==> src/core/uetc_pkg.sv <==
// Constants, register map and types for the endpoint transaction block.
// Assumes one AHB-Lite master and a serial engine that delivers decoded tokens.
package uetc_pkg;
	localparam int N_EP  = 4;   // Endpoints served
	localparam int EPW   = 2;   // Endpoint number width
	localparam int DEPTH = 32;  // Bytes per bank
	localparam int PTRW  = 5;   // Byte index width inside a bank
	localparam int LENW  = 6;   // Length width, counts up to DEPTH
	localparam int CNTW  = 11;  // Host byte count width
	// Register byte offsets
	localparam logic [7:0] OFF_SEL  = 8'h00;
	localparam logic [7:0] OFF_CTRL = 8'h04;
	localparam logic [7:0] OFF_STAT = 8'h08;
	localparam logic [7:0] OFF_DATA = 8'h0c;
	localparam logic [7:0] OFF_BCL  = 8'h10;
	localparam logic [7:0] OFF_BCH  = 8'h14;
	// Status register bits
	localparam int ST_TXC = 0;  // tx_complete_flag
	localparam int ST_RX0 = 1;  // out_bank0_received_flag
	localparam int ST_SET = 2;  // setup_received_flag
	localparam int ST_RDY = 4;  // tx_ready_flag
	localparam int ST_CRC = 3;  // stall_or_crc_error_flag
	localparam int ST_DIR = 7;  // Control data stage direction
	// Control register bits
	localparam int CT_EN  = 7;
	localparam int CT_PP  = 3;  // Ping-pong enable
	localparam int CT_DIR = 2;  // 1 = IN
	localparam logic [1:0] TY_CTRL = 2'h0;
	localparam logic [1:0] TY_ISO  = 2'h1;
	localparam logic [7:0] CTRL_EP0_RST = 8'h80;
	localparam logic [7:0] CTRL_RST     = 8'h00;
	// Token kinds from the serial engine
	localparam logic [1:0] TK_OUT   = 2'h0;
	localparam logic [1:0] TK_IN    = 2'h1;
	localparam logic [1:0] TK_SETUP = 2'h2;
	localparam logic [1:0] HTRANS_NONSEQ = 2'h2;
	typedef enum logic [1:0] {S_IDLE, S_RX, S_TX, S_ACKW} uetc_state_t;
endpackage : uetc_pkg

==> src/core/uetc_core.sv <==
// Endpoint transaction control: flags, FIFOs and token answers.
// Assumes a serial engine that decodes tokens and streams bytes at hclk.
//
// The implementer's own choices: the register addresses and the AHB-Lite register port.
`timescale 1ns/10ps
module uetc_core import uetc_pkg::*; (
	input  wire logic            hclk,
	input  wire logic            hresetn,
	input  wire logic            ce,
	input  wire logic            hsel,
	input  wire logic [31:0]     haddr,
	input  wire logic [1:0]      htrans,
	input  wire logic            hwrite,
	input  wire logic [2:0]      hsize,
	input  wire logic [31:0]     hwdata,
	input  wire logic            hready,
	output logic                 hreadyout,
	output logic                 hresp,
	output logic [31:0]          hrdata,
	input  wire logic            tok_valid,
	input  wire logic [1:0]      tok_kind,
	input  wire logic [EPW-1:0]  tok_ep,
	input  wire logic            rx_valid,
	input  wire logic [7:0]      rx_data,
	input  wire logic            rx_end,
	input  wire logic            rx_crc_ok,
	input  wire logic            host_ack,
	output logic                 tx_valid,
	output logic [7:0]           tx_data,
	output logic                 tx_last,
	output logic                 tx_zlp,
	output logic                 hs_ack,
	output logic                 hs_nak
);
	logic [7:0]      fifo_mem [N_EP*2*DEPTH];  // Two banks per endpoint
	logic [EPW-1:0]  sel_reg;                  // endpoint_select_reg
	logic [7:0]      ctrl_reg  [N_EP];
	logic [N_EP-1:0] txc_reg, rx0_reg, set_reg, crc_reg, dir_reg;
	logic [1:0]      full_reg  [N_EP];         // Bank handed to USB side
	logic [LENW-1:0] len_reg   [N_EP][2];      // Packet length per bank
	logic [N_EP-1:0] fwb_reg, usbb_reg;        // Firmware / USB bank
	logic [LENW-1:0] wrp_reg   [N_EP];         // Firmware write index
	logic [LENW-1:0] rdp_reg   [N_EP];         // Firmware read index
	logic [CNTW-1:0] bcnt_reg  [N_EP];
	logic            dwr_reg;                  // Data phase is a write
	logic [7:0]      dadr_reg;
	uetc_state_t     state_reg;
	logic [EPW-1:0]  cep_reg;                  // Endpoint in flight
	logic [1:0]      ckind_reg;
	logic            nakp_reg;                 // OUT refused at token time
	logic [CNTW-1:0] rxt_reg;                  // Bytes sent by host
	logic [LENW-1:0] rxs_reg;                  // Bytes stored
	logic [LENW-1:0] txi_reg, txl_reg;

	// Flat FIFO index, used by firmware and USB side alike
	function automatic logic [7:0] fidx(logic [EPW-1:0] e, logic b, logic [LENW-1:0] p);
		fidx = {e, b, p[PTRW-1:0]};
	endfunction : fidx

	// Status byte as firmware sees it
	function automatic logic [7:0] stat_of(logic [EPW-1:0] e);
		stat_of = 8'h00;
		stat_of[ST_TXC] = txc_reg[e];
		stat_of[ST_RX0] = rx0_reg[e];
		stat_of[ST_SET] = set_reg[e];
		stat_of[ST_CRC] = crc_reg[e];
		stat_of[ST_RDY] = full_reg[e][fwb_reg[e]];
		stat_of[ST_DIR] = dir_reg[e];
	endfunction : stat_of

	// Bus decode
	logic ahb_go, rd_go;
	logic w_sel, w_ctrl, w_stat, w_data, r_data;
	logic [7:0] wd;
	assign ahb_go = hsel & (htrans == HTRANS_NONSEQ) & hready & ce;
	assign rd_go  = ahb_go & ~hwrite;
	assign wd     = hwdata[7:0];
	assign w_sel  = dwr_reg & ce & (dadr_reg == OFF_SEL);
	assign w_ctrl = dwr_reg & ce & (dadr_reg == OFF_CTRL);
	assign w_stat = dwr_reg & ce & (dadr_reg == OFF_STAT);
	assign w_data = dwr_reg & ce & (dadr_reg == OFF_DATA);
	assign r_data = rd_go & (haddr[7:0] == OFF_DATA);
	// Stalling on a frozen clock keeps the master from losing a beat
	assign hreadyout = ce;
	assign hresp     = 1'b0;

	// Endpoint type checks for the token in flight
	logic is_ctrl, is_iso, ep_en, in_ok, out_ok;
	assign is_ctrl = ctrl_reg[tok_ep][1:0] == TY_CTRL;
	assign is_iso  = ctrl_reg[cep_reg][1:0] == TY_ISO;
	assign ep_en   = ctrl_reg[tok_ep][CT_EN];
	assign in_ok   = ep_en & (is_ctrl | ctrl_reg[tok_ep][CT_DIR]);
	assign out_ok  = ep_en & (is_ctrl | ~ctrl_reg[tok_ep][CT_DIR]);

	// USB side events, one cycle each
	logic ev_txdone, ev_setup, ev_out, ev_iso, rx_store;
	assign ev_txdone = (state_reg == S_ACKW) & host_ack & ce;
	assign ev_setup  = (state_reg == S_RX) & rx_end & ce & (ckind_reg == TK_SETUP) & rx_crc_ok;
	assign ev_out    = (state_reg == S_RX) & rx_end & ce & (ckind_reg == TK_OUT)
		& ~is_iso & ~nakp_reg & rx_crc_ok;
	// Iso sets its flag only when the bank is free, whatever the CRC
	assign ev_iso    = (state_reg == S_RX) & rx_end & ce & (ckind_reg == TK_OUT)
		& is_iso & ~rx0_reg[cep_reg];
	// Overflow bytes are counted but never stored
	assign rx_store  = (state_reg == S_RX) & rx_valid & ce & (rxs_reg < LENW'(DEPTH))
		& ((ckind_reg == TK_SETUP)
		| (is_iso ? ~rx0_reg[cep_reg] : ~nakp_reg));

	// AHB address phase capture
	always_ff @(posedge hclk or negedge hresetn) begin
		if (!hresetn) begin
			dwr_reg  <= 1'b0;
			dadr_reg <= 8'h00;
		end else if (ce) begin
			dwr_reg  <= ahb_go & hwrite;
			dadr_reg <= haddr[7:0];
		end
	end

	// Read data, taken at address phase so it stands for the data phase
	always_ff @(posedge hclk or negedge hresetn) begin
		if (!hresetn) begin
			hrdata <= 32'h0000_0000;
		end else if (rd_go) begin
			case (haddr[7:0])
				OFF_SEL:  hrdata <= {30'h0, sel_reg};
				OFF_CTRL: hrdata <= {24'h0, ctrl_reg[sel_reg]};
				OFF_STAT: hrdata <= {24'h0, stat_of(sel_reg)};
				OFF_DATA: hrdata <= {24'h0, fifo_mem[fidx(sel_reg, 1'b0, rdp_reg[sel_reg])]};
				OFF_BCL:  hrdata <= {24'h0, bcnt_reg[sel_reg][7:0]};
				OFF_BCH:  hrdata <= {29'h0, bcnt_reg[sel_reg][CNTW-1:8]};
				default:  hrdata <= 32'h0000_0000;  // Unmapped reads zero
			endcase
		end
	end

	// Endpoint select and configuration
	always_ff @(posedge hclk or negedge hresetn) begin
		if (!hresetn) begin
			sel_reg <= '0;
			for (int e = 0; e < N_EP; e++) begin
				ctrl_reg[e] <= (e == 0) ? CTRL_EP0_RST : CTRL_RST;
			end
		end else begin
			if (w_sel) begin
				sel_reg <= wd[EPW-1:0];
			end
			// Endpoint 0 stays an enabled control endpoint
			if (w_ctrl && sel_reg != '0) begin
				ctrl_reg[sel_reg] <= wd;
			end
		end
	end

	// FIFO storage: firmware fills IN banks, USB side fills bank 0 on OUT
	always_ff @(posedge hclk) begin
		if (w_data && wrp_reg[sel_reg] < LENW'(DEPTH)) begin
			fifo_mem[fidx(sel_reg, fwb_reg[sel_reg], wrp_reg[sel_reg])] <= wd;
		end
		if (rx_store) begin
			fifo_mem[fidx(cep_reg, 1'b0, rxs_reg)] <= rx_data;
		end
	end

	// Per-endpoint flags, banks and pointers
	always_ff @(posedge hclk or negedge hresetn) begin
		if (!hresetn) begin
			txc_reg  <= '0;
			rx0_reg  <= '0;
			set_reg  <= '0;
			crc_reg  <= '0;
			dir_reg  <= '0;
			fwb_reg  <= '0;
			usbb_reg <= '0;
			for (int e = 0; e < N_EP; e++) begin
				full_reg[e] <= 2'h0;
				len_reg[e][0] <= '0;
				len_reg[e][1] <= '0;
				wrp_reg[e]  <= '0;
				rdp_reg[e]  <= '0;
				bcnt_reg[e] <= '0;
			end
		end else if (ce) begin
			for (int e = 0; e < N_EP; e++) begin
				// Firmware side first; hardware sets below override it
				if (w_stat && sel_reg == EPW'(e)) begin
					txc_reg[e] <= txc_reg[e] & wd[ST_TXC];
					rx0_reg[e] <= rx0_reg[e] & wd[ST_RX0];
					set_reg[e] <= set_reg[e] & wd[ST_SET];
					crc_reg[e] <= crc_reg[e] & wd[ST_CRC];
					dir_reg[e] <= wd[ST_DIR];
					// Freed receive FIFO restarts at byte zero
					if ((rx0_reg[e] & ~wd[ST_RX0]) | (set_reg[e] & ~wd[ST_SET])) begin
						rdp_reg[e] <= '0;
					end
					if (wd[ST_RDY] && !full_reg[e][fwb_reg[e]]) begin
						full_reg[e][fwb_reg[e]] <= 1'b1;
						len_reg[e][fwb_reg[e]]  <= wrp_reg[e];
						wrp_reg[e] <= '0;
						if (ctrl_reg[e][CT_PP]) begin
							fwb_reg[e] <= ~fwb_reg[e];
						end
					end else if (!wd[ST_RDY] && full_reg[e][fwb_reg[e]]
						&& !ctrl_reg[e][CT_PP]) begin
						full_reg[e][fwb_reg[e]] <= 1'b0;
						wrp_reg[e] <= '0;
					end
				end
				if (w_data && sel_reg == EPW'(e) && wrp_reg[e] < LENW'(DEPTH)) begin
					wrp_reg[e] <= wrp_reg[e] + LENW'(1);
				end
				if (r_data && sel_reg == EPW'(e)) begin
					rdp_reg[e] <= rdp_reg[e] + LENW'(1);
				end
				if (cep_reg == EPW'(e)) begin
					if (ev_txdone) begin
						txc_reg[e] <= 1'b1;
						full_reg[e][usbb_reg[e]] <= 1'b0;
						if (ctrl_reg[e][CT_PP]) begin
							usbb_reg[e] <= ~usbb_reg[e];
						end
					end
					if (ev_out | ev_iso) begin
						rx0_reg[e]  <= 1'b1;
						bcnt_reg[e] <= rxt_reg;
						rdp_reg[e]  <= '0;
					end
					if (ev_iso) begin
						crc_reg[e] <= ~rx_crc_ok;
					end
					if (ev_setup) begin
						set_reg[e]  <= 1'b1;
						txc_reg[e]  <= 1'b0;
						rx0_reg[e]  <= 1'b0;
						crc_reg[e]  <= 1'b0;
						dir_reg[e]  <= 1'b0;
						full_reg[e] <= 2'h0;
						bcnt_reg[e] <= rxt_reg;
						rdp_reg[e]  <= '0;
					end
				end
			end
		end
	end

	// Token sequencer
	always_ff @(posedge hclk or negedge hresetn) begin
		if (!hresetn) begin
			state_reg <= S_IDLE;
			cep_reg   <= '0;
			ckind_reg <= TK_OUT;
			nakp_reg  <= 1'b0;
			rxt_reg   <= '0;
			rxs_reg   <= '0;
			txi_reg   <= '0;
			txl_reg   <= '0;
		end else if (ce) begin
			case (state_reg)
				S_IDLE: begin
					rxt_reg <= '0;
					rxs_reg <= '0;
					txi_reg <= '0;
					if (tok_valid) begin
						cep_reg   <= tok_ep;
						ckind_reg <= tok_kind;
						nakp_reg  <= rx0_reg[tok_ep];
						if (tok_kind == TK_IN && in_ok && full_reg[tok_ep][usbb_reg[tok_ep]]) begin
							txl_reg   <= len_reg[tok_ep][usbb_reg[tok_ep]];
							state_reg <= S_TX;
						end else if ((tok_kind == TK_OUT && out_ok)
							|| (tok_kind == TK_SETUP && ep_en && is_ctrl)) begin
							state_reg <= S_RX;
						end
					end
				end
				S_RX: begin
					if (rx_valid && rxt_reg != '1) begin
						rxt_reg <= rxt_reg + CNTW'(1);
					end
					if (rx_store) begin
						rxs_reg <= rxs_reg + LENW'(1);
					end
					if (rx_end) begin
						state_reg <= S_IDLE;
					end
				end
				S_TX: begin
					txi_reg <= txi_reg + LENW'(1);
					if (txl_reg == '0 || txi_reg == txl_reg - LENW'(1)) begin
						state_reg <= S_ACKW;
					end
				end
				S_ACKW: begin
					// A new token means the host gave up; bank stays for retry
					if (host_ack || tok_valid) begin
						state_reg <= S_IDLE;
					end
				end
				default: state_reg <= S_IDLE;
			endcase
		end
	end

	// Link outputs, registered
	always_ff @(posedge hclk or negedge hresetn) begin
		if (!hresetn) begin
			tx_valid <= 1'b0;
			tx_data  <= 8'h00;
			tx_last  <= 1'b0;
			tx_zlp   <= 1'b0;
			hs_ack   <= 1'b0;
			hs_nak   <= 1'b0;
		end else if (ce) begin
			tx_valid <= (state_reg == S_TX) && txl_reg != '0;
			tx_data  <= fifo_mem[fidx(cep_reg, usbb_reg[cep_reg], txi_reg)];
			tx_last  <= (state_reg == S_TX) && txl_reg != '0
				&& txi_reg == txl_reg - LENW'(1);
			tx_zlp   <= (state_reg == S_TX) && txl_reg == '0;
			hs_ack   <= ev_setup | ev_out;
			// Iso endpoints never handshake
			hs_nak   <= (state_reg == S_IDLE && tok_valid && tok_kind == TK_IN && in_ok
				&& !full_reg[tok_ep][usbb_reg[tok_ep]]
				&& ctrl_reg[tok_ep][1:0] != TY_ISO)
				|| ((state_reg == S_RX) && rx_end && ckind_reg == TK_OUT
				&& !is_iso && nakp_reg && rx_crc_ok);  // Corrupt packet stays silent
		end
	end
endmodule : uetc_core

==> config.mk <==
export PLATFORM = sky130hd
export DESIGN_NAME = uetc_core
export DESIGN_NICKNAME = d
export VERILOG_FILES = /design/src/core/uetc_pkg.sv /design/src/core/uetc_core.sv
export SDC_FILE = /design/constraint.sdc
export NUM_CORES = 2
export LEC_CHECK = 0
export BUFFER_PORTS_ARGS = -buffer_cell sky130_fd_sc_hd__buf_2
export CORE_MARGIN = 2
export CORE_UTILIZATION = 60
export CTS_CLUSTER_SIZE = 16
export DETAILED_ROUTE_END_ITERATION = 8
export MAX_ROUTING_LAYER = met4
export PLACE_DENSITY = 0.76
export SLEW_MARGIN = 20
export SYNTH_ARGS = -nofsm -noshare
export SYNTH_HDL_FRONTEND = slang
export SYNTH_SLANG_ARGS = --single-unit
==> constraint.sdc <==
create_clock -name hclk -period 3.74 [get_ports hclk]
set_clock_uncertainty 0.2 [all_clocks]
set_input_delay 0.374 -clock hclk [delete_from_list [all_inputs] [get_ports hclk]]
set_output_delay 0.374 -clock hclk [all_outputs]
set_load 0.01 [all_outputs]
==> results.cfg <==
[pwr]
vdd_drop_max_mv = 0.5020
total_power_w = 0.05516
power_density_mw_per_mm2 = 408.4
p_leak_nw = 44.13

[detailed_routing]
antenna_left = 0
drt_iter0_markers = 13081
wirelength_um = 421300
drc = 0
vias = 80852
via_per_inst = 7.317
drt_first_pass_iters = 9
avgRoutedWirePerCell_um = 38.12

[grt]
gr-total-overflow = 0
antenna_found_initial = 29
grt_pass1_wl_um = 589800
grt_pass1_vias = 78143
grt_usage_pct = 43.43
grt_max_degree = 124

[worst_setup_path]
crit_path_max_incr_delay_ns = 0.53
startpoint_type = register
crit_chain = nor2b_1 -> mux4_2 -> mux2i_1 -> o21ai_2 -> nor2_1 -> buf_4 -> nand2_1 -> buf_12 -> buf_12 -> nor2_2 -> mux2_2
crit_slowest_cell = mux4_2
cp.required_ns = 4.18
endpoint_kind = register
crit_top_cell = buf_12
path_max_fanout = 20
path_class = register to register
reg2reg_depth = 11
arrival_ns = 4.27

[die]
ios = 139
core.rowCount = 162
start_util_pct = 60.23
die_w_um = 446.0
dieArea_mm2 = 0.1989
fp.coreArea_mm2 = 0.1946
die_y_um = 446.0

[placement]
port_buffers = 62
gp_congestion = 1.046
hpwl_um = 283700
placed_area_mm2 = 0.1254

[synth]
synth.most_common_cell = edfxtp_1
postSynthCellCount = 7772
async_flop_share_pct = 11.72
ys_ff_latch = 2320
yosys.area.top_type = edfxtp_1
synth_cell_types = 83
synth_ff_type = edfxtp_1
yosysSeqAreaShare_pct = 58.28
yosys-top-cells-area = edfxtp_1 52%, mux4_2 11%, mux2_2 11%
synth_edf_count = 2048
ys_warn_count = 0
yosys.area.top_type_share_pct = 52.48
syn-cell-area_mm2 = 0.1172
netlist_top_cells_count = 2048 x edfxtp_1, 1130 x mux2_2, 576 x mux4_2, 486 x nand2_1, 485 x clkbuf_1
avgSynthCellArea_um2 = 15.08

[worst_hold_path]
min_path_type = primary input to register
hold_depth = 2

[clock_network]
clk_pin_slew_ns = 0.06
clock_sinks = 2320
h-tree-depth = 4
cts_tree = built
clockBufferDepth = 3
clock_latency_ns = 0.90
clock-root-buffer = clkbuf_16
cts-buffers-inserted = 236

[timing]
whs_ns = 0.05396
fin_setup_tns_ns = -1.418
setup_violations = 36
fmax_ghz = 0.2613
setup_ws_ns = -0.08663
rsz0062_at_grt = true
hold_viol_final = 0
period_needed_ns = 3.827
worstMarginPinSlew_ns = 1.184
slew_violations = 0
slew_headroom_pct = 21.08
fin_crit_sh_pct = 102.3

[layout]
final_core_util_pct = 69.40
area_growth_pct = 15.23
drive_gt1_share_pct = 38.88
final_cell_area_mm2 = 0.1350
final_nets = 8378
largest_reg_flops = 2048

[run_status]
failed_checks = negative setup slack
outcome = complete, but fails checks

[flow_run]
drv_cap = 0
[kinds of logic (layout without fill, tap and decap cells)]
| family | Yosys count | count (layout) | share of synthesized area, % |
|---|---|---|---|
| DFF | 2320 | 2320 | 58.28 |
| and+or+nand+nor | 1437 | 1437 | 6.003 |
| muxes | 2197 | 2197 | 26.22 |
| AOI/OAI and AO/OA | 986 | 986 | 5.807 |
| other | 1 | 59 | 0.003200 |
| buffers and inverters | 784 | 1462 | 3.279 |
| adders and majority gates | 15 | 15 | 0.1601 |
| xor gates and xnor gates | 32 | 32 | 0.2391 |
[path summary, 6_finish.rpt]
| kind | from | endpoint | slack [ns] |
|---|---|---|---|
| hold reg to reg | ctrl_reg[28]$_DFFE_PN0P_ | ctrl_reg[28]$_DFFE_PN0P_ | 0.18 |
| min in group asynchronous | hresetn | ctrl_reg[31]$_DFFE_PN1P_ | 0.46 |
| setup reg to reg | ctrl_reg[0]$_DFFE_PN0P_ | fifo_mem[198][1]$_DFFE_PP_ | -0.09 |
| hold / removal | rx_data[2] | fifo_mem[220][2]$_DFFE_PP_ | 0.05 |
| max in group asynchronous | hresetn | txi_reg[0]$_DFFE_PN0P_ | 2.29 |
| setup / recovery | ctrl_reg[0]$_DFFE_PN0P_ | fifo_mem[198][1]$_DFFE_PP_ | -0.09 |
[metrics by stage]
step / cells / worst slack, ns
final: 11050 / -0.08663
after global routing: 11041 / -0.1221
after CTS: 11007 / -0.04472
after detailed placement: 10506 / -0.2712
after global placement: 10506 / -0.2557
after floorplan: 7796 / 0.4510
[repair_timing]
action,CTS,global route
gates resized for setup,21,116
setup buffers,13,6
cloned,0,2
hold endpoints to repair,911,0
hold buffers,48,0
setup endpoints to repair,124,509
pin swaps,0,3
[where the power goes]
group,total [W],internal [W],switching (W)
Combinational,0.00198,0.000691,0.00129
Clock,0.0249,0.0143,0.0106
Sequential,0.0283,0.0282,0.0000591
Total,0.0552,0.0432,0.0120
[layout by cell type, fill, tap and decap left out, types with 70 or more instances in the layout]
cell       count
edfxtp_1    2048
buf_12       130
o221ai_1     174
o22ai_1      178
clkbuf_16    239
nand2_1      484
a21oi_1      132
nand3_1      196
nor3_1        71
mux2i_1      449
nor2_4        71
nor2_2        70
mux2_2      1126
buf_4        747
nor2b_1       84
mux4_2       573
nor2_1       272
a211oi_1      74
dfrtp_1      264
o21ai_0      122
[critical path: cells and delay by family (launching register included)]
kind	cells	cell delay, ns
AND/OR/NAND/NOR	4	0.98
AO/OA/AOI/OAI	1	0.17
buffers and inverters	3	0.60
flip-flops	1	0.40
multiplexers	3	1.18
[layout make-up]
type                    count  area [µm²]
diodes                     34       85.08
clock inverters           156        1912
multi-input cells        4692       45920
inverters                  28       112.6
clock buffers             285        6211
repair buffers            993        9306
fillers                 12776       59540
flip-flops and latches   2320       68330
well taps                2542        3181
[layer usage]
layer / track usage [%] / up-vias / share of wire (%)
met1: 55.69 / 41090 / 35
met5: - / - / 0
met3: 13.34 / 1320 / 14
met4: 25.41 / 0 / 7.0
li1: - / 31946 / -
met2: 61.33 / 6496 / 44
Note: power is estimated with default switching activity, not from simulation.
